## config.mk

```make
export PLATFORM = sky130hd
export DESIGN_NAME = reset_source_and_init_ctrl
export DESIGN_NICKNAME = d
export VERILOG_FILES = /design/src/rtl/reset_init_pkg.sv /design/src/rtl/reset_source_and_init_ctrl.sv
export VERILOG_INCLUDE_DIRS = /design/src /design/src/rtl
export SDC_FILE = /design/constraint.sdc
export NUM_CORES = 1
export LEC_CHECK = 0
export BUFFER_PORTS_ARGS = -buffer_cell sky130_fd_sc_hd__buf_4
export CAP_MARGIN = 20
export CORE_MARGIN = 5
export CORE_UTILIZATION = 44
export CTS_BUF_LIST = sky130_fd_sc_hd__clkbuf_4
export DETAILED_ROUTE_END_ITERATION = 16
export PLACE_DENSITY = 0.82
export SLEW_MARGIN = 25
export SYNTH_ARGS = -nofsm -noshare
export SYNTH_HDL_FRONTEND = slang
export SYNTH_SLANG_ARGS = --single-unit
```

## constraint.sdc

```tcl
create_clock -name mclk -period 2.66 [get_ports mclk]
set_input_delay 0.798 -clock mclk [delete_from_list [all_inputs] [get_ports mclk]]
set_output_delay 0.798 -clock mclk [all_outputs]
set_load 0.05 [all_outputs]
```

## src/rtl/reset_init_regs.svh

```systemverilog
// Constants for the reset source and register initialisation controller
`ifndef RESET_INIT_REGS_SVH
`define RESET_INIT_REGS_SVH

`define FILTER_NS 200
`define CLK_NS 40
`define FILTER_CYC ((`FILTER_NS + `CLK_NS - 1) / `CLK_NS)
`define POR_FLAG_BIT 1
`define PORT_A_PINS_RA6_BIT 6
`define T1_KEEP_CLR_BIT 6
`define VEC_HIGH 21'h000008
`define VEC_LOW 21'h000018
`define INIT_ONES 8'hff
`define INIT_ZERO 8'h00
`define INIT_OSC_POR 8'h40
`define INIT_OSC_OTH 8'h40
`define OSC_POR_QBIT 3
`define OSC_OTH_QBIT 1
`define INIT_VDET 8'h05
`define VDET_UNIMP_MASK 8'hbf
`define STK_MAX 5'h1f

`endif

```

## src/rtl/reset_init_pkg.sv

```systemverilog
// Types shared by the reset controller
package reset_init_pkg;
  typedef enum logic [1:0] {
    RUN = 2'b00,
    SLEEP = 2'b01,
    WAKE_PUSH = 2'b11,
    WAKE_VEC = 2'b10
  } core_state_t;

  typedef struct packed {
    logic [7:0] timer0Control;
    logic [7:0] timer0HighBuffer;
    logic [7:0] timer1Control;
    logic [7:0] timer2Count;
    logic [7:0] timer2Period;
    logic [7:0] syncSerialAddr;
    logic [7:0] syncSerialStatus;
    logic [7:0] syncSerialCtrl1;
    logic [7:0] syncSerialCtrl2;
    logic [7:0] oscControl;
    logic [7:0] voltageDetectControl;
  } init_regs_t;

  typedef struct packed {
    logic [7:0] timer0LowCount;
    logic [7:0] timer1HighCount;
    logic [7:0] syncSerialBuffer;
    logic [7:0] converterResultHigh;
  } data_regs_t;

  typedef struct packed {
    logic wdtTimeout;
    logic resetInstr;
    logic stackFault;
  } int_reset_t;
endpackage

```

## src/rtl/reset_source_and_init_ctrl.sv

```systemverilog
// Reset sources, power-on flag, register initialisation and wake-up vectoring
// Notes on behaviour
// - Device enters reset while the enabled external reset pin is held low.
// - External reset input is filtered; short low glitches are ignored.
// - Internal resets never drive the external reset pin low.
// - With pin reset disabled, the pin is a plain digital input.
// - Power-on event generates an internal reset pulse.
// - Every power-on reset clears the active-low power-on flag bit 1.
// - Power-on flag holds across all resets except power-on and brown-out.
// - Only software sets the power-on flag back to one.
// - Brown-out initialises like power-on; other resets form a second class.
// - Interrupt wake-up with a global enable pushes PC and advances stack index.
// - Interrupt wake-up then loads the high or low priority vector.
// - Wake-up comes with a flag set in an interrupt flag register.
// - Port A bit 6 reads zero when the oscillator claims that pin.
// - Timer0 control initialises to all ones on reset, holds on wake-up.
// - Timer2 period initialises to all ones on reset and wake-up.
// - Timer2 count and timer0 high buffer clear on reset, hold on wake-up.
// - Timer1 control clears on power-on; other resets clear only bit 6.
// - Serial address, status, both controls clear on reset, hold on wake-up.
// - Data registers undefined at power-on, kept through other resets.
// - Oscillator control initialises to bit 6 set plus a condition bit.
// - Voltage-detect control initialises to its pattern, bit 6 reads zero.
`timescale 1ns/1ps
`include "reset_init_regs.svh"

module reset_source_and_init_ctrl (
  input wire logic mclk,
  input wire logic nrst,
  input wire logic extResetNPin,
  input wire logic extResetPinEnable,
  input wire logic porPulse,
  input wire logic borPulse,
  input wire reset_init_pkg::int_reset_t intReset,
  input wire logic porFlagSetSw,
  input wire logic oscClaimsRa6,
  input wire logic [7:0] portAIn,
  input wire logic sleepReq,
  input wire logic wakeIrq,
  input wire logic wakeIrqHigh,
  input wire logic [7:0] wakeFlagMask,
  input wire logic globalIrqEnableHigh,
  input wire logic globalIrqEnableLow,
  input wire logic [20:0] pc,
  input wire logic [7:0] t1ControlWr,
  input wire logic t1ControlWe,
  input wire logic [7:0] dataIn,
  input wire logic dataWe,
  output logic extResetNPinOut,
  output logic extResetNPinOe,
  output logic extPinDigital,
  output logic coreReset,
  output logic porFlagN,
  output logic [7:0] portAPins,
  output logic [7:0] periphIrqFlagRegs,
  output logic [20:0] topOfStack,
  output logic [4:0] returnStackIndex,
  output logic [20:0] pcLoad,
  output logic pcLoadValid,
  output logic asleep,
  output reset_init_pkg::init_regs_t initRegs,
  output reset_init_pkg::data_regs_t dataRegs
);
  import reset_init_pkg::*;

  logic rstSync1;
  logic rstSync2;
  logic pinMeta;
  logic pinSync;
  logic porMeta;
  logic porSync;
  logic borMeta;
  logic borSync;
  logic [3:0] lowCount;
  logic pinResetReq;
  logic porEvent;
  logic otherEvent;
  logic pendPor;
  logic pendOther;
  logic resetPending;
  logic wakeArmed;
  core_state_t state;
  core_state_t next_state;

  // Release of the module reset through two flops
  always_ff @(posedge mclk or negedge nrst) begin
    if (!nrst) begin
      rstSync1 <= 1'b0;
      rstSync2 <= 1'b0;
    end else begin
      rstSync1 <= 1'b1;
      rstSync2 <= rstSync1;
    end
  end

  // Reset pin synchroniser; idles high so release shows no false low
  always_ff @(posedge mclk or negedge rstSync2) begin
    if (!rstSync2) begin
      pinMeta <= 1'b1;
      pinSync <= 1'b1;
    end else begin
      pinMeta <= extResetNPin;
      pinSync <= pinMeta;
    end
  end

  // Power-on detector pulse, asynchronous to the core clock
  always_ff @(posedge mclk or negedge rstSync2) begin
    if (!rstSync2) begin
      porMeta <= 1'b0;
      porSync <= 1'b0;
    end else begin
      porMeta <= porPulse;
      porSync <= porMeta;
    end
  end

  // Brown-out detector pulse, same two-flop treatment
  always_ff @(posedge mclk or negedge rstSync2) begin
    if (!rstSync2) begin
      borMeta <= 1'b0;
      borSync <= 1'b0;
    end else begin
      borMeta <= borPulse;
      borSync <= borMeta;
    end
  end

  // Glitch filter: low must persist for the filter time
  always_ff @(posedge mclk or negedge rstSync2) begin
    if (!rstSync2) begin
      lowCount <= 4'h0;
    end else if (pinSync || !extResetPinEnable) begin
      lowCount <= 4'h0;
    end else if (lowCount != 4'(`FILTER_CYC)) begin
      lowCount <= lowCount + 4'h1;
    end
  end

  assign pinResetReq = extResetPinEnable && (lowCount == 4'(`FILTER_CYC));
  // Brown-out sits in the power-on class
  assign porEvent = porSync || borSync;
  assign otherEvent = pinResetReq || intReset.wdtTimeout || intReset.resetInstr
    || intReset.stackFault;

  // Pending power-on class, applied next cycle so all registers move together
  always_ff @(posedge mclk or negedge rstSync2) begin
    if (!rstSync2) begin
      pendPor <= 1'b1;
    end else begin
      pendPor <= porEvent;
    end
  end

  // Pending second class; power-on class wins when both arrive together
  always_ff @(posedge mclk or negedge rstSync2) begin
    if (!rstSync2) begin
      pendOther <= 1'b0;
    end else begin
      pendOther <= otherEvent && !porEvent;
    end
  end

  // Core reset level, registered so every consumer leaves reset on one edge
  always_ff @(posedge mclk or negedge rstSync2) begin
    if (!rstSync2) begin
      coreReset <= 1'b1;
    end else begin
      coreReset <= porEvent || otherEvent;
    end
  end

  // Either class pending holds the sequencer and loads initial values
  assign resetPending = pendPor || pendOther;

  // Pin is input only; internal sources never pull it
  always_ff @(posedge mclk or negedge rstSync2) begin
    if (!rstSync2) begin
      extResetNPinOut <= 1'b1;
      extResetNPinOe <= 1'b0;
    end else begin
      extResetNPinOut <= 1'b1;
      extResetNPinOe <= 1'b0;
    end
  end

  // Digital view of the pin, only meaningful with pin reset disabled
  always_ff @(posedge mclk or negedge rstSync2) begin
    if (!rstSync2) begin
      extPinDigital <= 1'b1;
    end else begin
      extPinDigital <= extResetPinEnable ? 1'b1 : pinSync;
    end
  end

  // Power-on flag: hardware only clears it; software sets it, and a power-on class clear wins over the set
  always_ff @(posedge mclk or negedge rstSync2) begin
    if (!rstSync2) begin
      porFlagN <= 1'b0;
    end else if (pendPor) begin
      porFlagN <= 1'b0;
    end else if (porFlagSetSw && !porEvent) begin
      porFlagN <= 1'b1;
    end
    // Other resets leave it alone
  end

  // Port A view with oscillator-owned bit forced low
  always_ff @(posedge mclk or negedge rstSync2) begin
    if (!rstSync2) begin
      portAPins <= `INIT_ZERO;
    end else begin
      portAPins <= portAIn;
      if (oscClaimsRa6) begin
        portAPins[`PORT_A_PINS_RA6_BIT] <= 1'b0;
      end
    end
  end

  // Either global enable arms the push and vector steps
  assign wakeArmed = globalIrqEnableHigh || globalIrqEnableLow;

  // Sleep and wake sequencing
  always_comb begin
    next_state = state;
    unique case (state)
      RUN: begin
        if (sleepReq) begin
          next_state = SLEEP;
        end
      end
      SLEEP: begin
        if (wakeIrq) begin
          next_state = wakeArmed ? WAKE_PUSH : RUN;
        end
      end
      WAKE_PUSH: begin
        next_state = WAKE_VEC;
      end
      WAKE_VEC: begin
        next_state = RUN;
      end
    endcase
  end

  // Any reset drops the sequencer back to run
  always_ff @(posedge mclk or negedge rstSync2) begin
    if (!rstSync2) begin
      state <= RUN;
    end else if (resetPending) begin
      state <= RUN;
    end else begin
      state <= next_state;
    end
  end

  // Registered sleep indication follows the next state
  always_ff @(posedge mclk or negedge rstSync2) begin
    if (!rstSync2) begin
      asleep <= 1'b0;
    end else begin
      asleep <= (next_state == SLEEP) && !resetPending;
    end
  end

  // Stack push on interrupt wake-up; index saturates instead of wrapping
  always_ff @(posedge mclk or negedge rstSync2) begin
    if (!rstSync2) begin
      topOfStack <= 21'h000000;
      returnStackIndex <= 5'h00;
    end else if (resetPending) begin
      returnStackIndex <= 5'h00;
    end else if (state == WAKE_PUSH) begin
      topOfStack <= pc;
      if (returnStackIndex != `STK_MAX) begin
        returnStackIndex <= returnStackIndex + 5'h01;
      end
    end
  end

  // Vector load one step after the push, valid for a single cycle
  always_ff @(posedge mclk or negedge rstSync2) begin
    if (!rstSync2) begin
      pcLoad <= 21'h000000;
      pcLoadValid <= 1'b0;
    end else if (resetPending) begin
      pcLoadValid <= 1'b0;
    end else begin
      pcLoadValid <= (state == WAKE_VEC);
      if (state == WAKE_VEC) begin
        pcLoad <= wakeIrqHigh ? `VEC_HIGH : `VEC_LOW;
      end
    end
  end

  // Waking source flag; a pending reset clears it and wins over the set
  always_ff @(posedge mclk or negedge rstSync2) begin
    if (!rstSync2) begin
      periphIrqFlagRegs <= `INIT_ZERO;
    end else if (pendPor || pendOther) begin
      periphIrqFlagRegs <= `INIT_ZERO;
    end else if (state == SLEEP && wakeIrq) begin
      periphIrqFlagRegs <= periphIrqFlagRegs | wakeFlagMask | 8'h01;
    end
  end

  // Control register initial values per reset class
  always_ff @(posedge mclk or negedge rstSync2) begin
    if (!rstSync2) begin
      initRegs <= '0;
    end else if (pendPor || pendOther) begin
      initRegs.timer0Control <= `INIT_ONES;
      initRegs.timer0HighBuffer <= `INIT_ZERO;
      initRegs.timer2Count <= `INIT_ZERO;
      initRegs.timer2Period <= `INIT_ONES;
      initRegs.syncSerialAddr <= `INIT_ZERO;
      initRegs.syncSerialStatus <= `INIT_ZERO;
      initRegs.syncSerialCtrl1 <= `INIT_ZERO;
      initRegs.syncSerialCtrl2 <= `INIT_ZERO;
      initRegs.voltageDetectControl <= `INIT_VDET & `VDET_UNIMP_MASK;
      initRegs.oscControl <= pendPor ? `INIT_OSC_POR : `INIT_OSC_OTH;
      if (pendPor) begin
        initRegs.oscControl[`OSC_POR_QBIT] <= oscClaimsRa6;
        initRegs.timer1Control <= `INIT_ZERO;
      end else begin
        initRegs.oscControl[`OSC_OTH_QBIT] <= oscClaimsRa6;
        initRegs.timer1Control[`T1_KEEP_CLR_BIT] <= 1'b0;
      end
    end else begin
      if (state == WAKE_VEC || (state == SLEEP && wakeIrq)) begin
        initRegs.timer2Period <= `INIT_ONES;
      end
      if (t1ControlWe) begin
        initRegs.timer1Control <= t1ControlWr;
      end
    end
  end

  // Data registers: no init on any reset; power-on value is arbitrary
  always_ff @(posedge mclk) begin
    if (dataWe && !(pendPor || pendOther)) begin
      dataRegs <= {4{dataIn}};
    end
  end
endmodule

```

==> metrics.md <==
| Metric | Value |
|---|---|
| Final worst path period need | 2.02 ns |
| Critical path type | flip-flop to primary output |
| Fmax | roughly 490 MHz |
| Number of flops mapped to enable cells by yosys | 8 |
| Clock skew | between 0.01 and 0.015 ns |
| Total vias in the final route | 2567 |
| Worst Slack Setup Final | approximately 0.64 ns |
| Fillers | 783 |
| Synth top area share | a little over two fifths |
| Initial DRC count | 60 |
| Synthesized cell area | between 0.004 and 0.005 mm² |
| Final HPWL DP | 6.92 mm |
| Final Setup Violations | 0 |
| Largest area contributor in the synthesized netlist | dfrtp_1 |
| Post-Place Setup Slack | around 0.76 ns |
| Clk buf depth | 2 |
| CP max stage delay | 0.55 ns |
| Vias per std cell | 4.32 |
| DRC errors left | 0 |
| Die area | ~0.011 mm² |
| Vias in the first global route | between 2000 and 3000 |
| Most frequent cell after synthesis | buf_4 |
| TritonCTS Buffers | 9 |
| Fin. Hold Viols | 0 |
| Synth warn | 0 |
| Unrepaired setup endpoints after global routing | false |
| Distinct cell type count after synthesis | 42 |
| Slew Viols, Final | 0 |
| Die height | 107 µm |
| Post-layout nets | about 550 |
| H-tree depth | 3 |
| Period Utilization, post-route | between 70% and 80% |
| ANT nets after route | 0 |
| Status | finished, final reports clean |
| CTS root buf | clkbuf_4 |
| TritonCTS clock tree | built |
| Slowest cell on crit path | dfrtp_1 |
| Clk Latency, worst-skew pair | roughly 0.4 ns |
| Initial antenna violation count | 0 |
| Seq/Total Area, Yosys | between 50% and 60% |
| Die X | approximately 110 µm |
| N_diodes | 0 |
| Critical Path, Cell by Cell | buf_4 |
| Post-CTS Setup Inserts | 0 |
| GRT Total Usage | roughly 15% |
| Mapped Cells | around 340 |
| CORE AREA | 0.00915 mm² |
| Synth cell count leaders | buf_4, dfrtp_1, nor2_1, mux2_4 |
| HP Class | input port to async pin |
| R2r startpoint | returnStackIndex[0] |
| Critical path endpoint category | primary output |
| Clock power share | 26.0% |
| Worst Path Arrival | around 1.2 ns |
| Sw frac | 35.5% |
| Average wire per standard cell | between 10 and 15 µm |
| Area contributors post-synth | dfrtp_1, buf_4, mux2_4, edfxtp_1, dfstp_2 |
| Flop pwr share | between 50% and 60% |
| Clock sinks | 85 |
| Layout cells sized above 1 | between 40% and 50% |
| Post-synth ARST share | between 90% and 100% |
| I/O Buffers | 179 |
| Max IR drop VDD | approximately 380 µV |
| Avg Inst Size Synth | around 12 µm² |
| CP Launch Point | initRegs[0] |
| Crit path launch type | flip-flop |
| Most common flop cell mapped by yosys | dfrtp_1 |
| Pwr Density | between 500 and 600 mW/mm² |
| Cts repair resizes | 0 |
| Combinational power share | a little over a fifth |
| Pint | ~1700 µW |
| Final WL | between 8 and 9 mm |
| Yosys reg bits | 85 |
| Largest net degree at the start of global routing | 76 |
| Top Family by Delay on Critical Path | flip-flops |
| Clk slew on worst S/H paths | 0.14 ns |
| Routability cong. | 0.709 |
| Total grt overflow | 0 |
| Worst path bufs/invs | 1 |
| Final setup TNS | 0 ns |
| Syn-to-layout area delta | 23.1% |
| I/O Pins | 261 |
| NetSw | just over 900 µW |
| Crit-path max FO | 12 |
| First-pass GRT wire length | roughly 13 mm |
| # rows | 35 |
| Leak | 0.00270 µW |
| CP Data Required Time | about 1.9 ns |
| TritonRoute pass-1 iters | 4 |
| CTS hold repair buffers | 0 |
| Total of max-cap violations | 0 |
| Initial core utilization | 44.8% |
## worst reg2reg max path, cell delays in order (launching register included)
cell and delay, ns:
dfrtp_1 0.45, ha_1 0.24, and3_1 0.18, ha_1 0.18, nand3b_2 0.28, or3_1 0.39, a21oi_1 0.15
## layout make-up
type                    count  area [µm²]  area share [%]
flip-flops and latches     85        2170            43.1
repair buffers            181        1370            27.2
multi-input cells         197        1230            24.3
well taps                 111         139            2.75
clock buffers              10        75.1            1.49
clock inverters             6        47.5           0.942
inverters                   4        15.0           0.297
## kinds of logic (layout without fill, tap and decap cells)
logic type	after synthesis	count (layout)	synth area share (%)
AOI/OAI and AO/OA	22	22	3.26
and+or+nand+nor	54	54	6.89
adders and majority gates	4	4	1.22
other	2	81	0.183
buffers and inverters	133	201	24.3
DFF	85	85	53.0
xor gates and xnor gates	4	4	0.854
muxes	32	32	10.3
## routing by layer
| layer | up-vias | part of all wire [%] | global-route usage [%] |
|---|---|---|---|
| met5 | - | 0 | 0 |
| met4 | 0 | 0.71 | 3.56 |
| met3 | 5 | 12 | 6.74 |
| met2 | 142 | 52 | 26.3 |
| met1 | 1244 | 35 | 16.4 |
| li1 | 1176 | - | - |
## per-stage QoR
stage                     hold WS [ns]  instance area, µm²  total power (µW)  util, %  cells
after floorplan                  0.331                4400              1910        -    415
final                            0.134                5050              2610     55.2    594
after global placement           0.334                4910              1940     53.6    577
after detailed placement         0.339                4910              1950     53.6    577
after CTS                        0.102                5030              2630     55.0    593
after global routing            0.0836                5050              2720     55.2    594
## path summary, 6_finish.rpt
kind | to | slack, ns | depth (start not counted)
setup / recovery | initRegs[83] | 0.64 | 1
max in group asynchronous | pinMeta | 1.74 | 2
hold reg to reg | portAPins[1] | 0.28 | 1
min in group mclk | pinSync | 0.37 | 0
setup reg to reg | returnStackIndex[3] | 0.73 | 6
hold / removal | rstSync2 | 0.13 | 1
## cells in the final DEF, fill, tap and decap left out, drive strengths merged, types with 3 or more instances in the layout
cell type,synthesis,final
buf,127,181
conb,2,81
dfrtp,72,72
nor2,29,29
mux2,21,21
a21oi,11,11
mux2i,11,11
clkbuf,2,10
edfxtp,8,8
dfstp,5,5
inv,4,5
nand2b,4,4
ha,4,4
o21ai,4,4
clkinv,0,4
nand2,3,3
xor2,3,3
or3,3,3
## sequential cells by signal (all words and copies together) (netlist names), 2 cells and up
register           cells
topOfStack            21
initRegs              12
dataRegs               8
periphIrqFlagRegs      8
portAPins              8
returnStackIndex       5
lowCount               4
pcLoad                 2
state                  2
## power groups by stage
stage	registers, µW	clock network, µW	logic [µW]
6_report	1370	678	565
5_1_grt	1370	759	592
4_1_cts	1370	704	561
3_5_place_dp	1390	0	561
3_3_place_gp	1390	0	554
2_1_floorplan	1480	0	426
(Power assumes the default switching activity.)
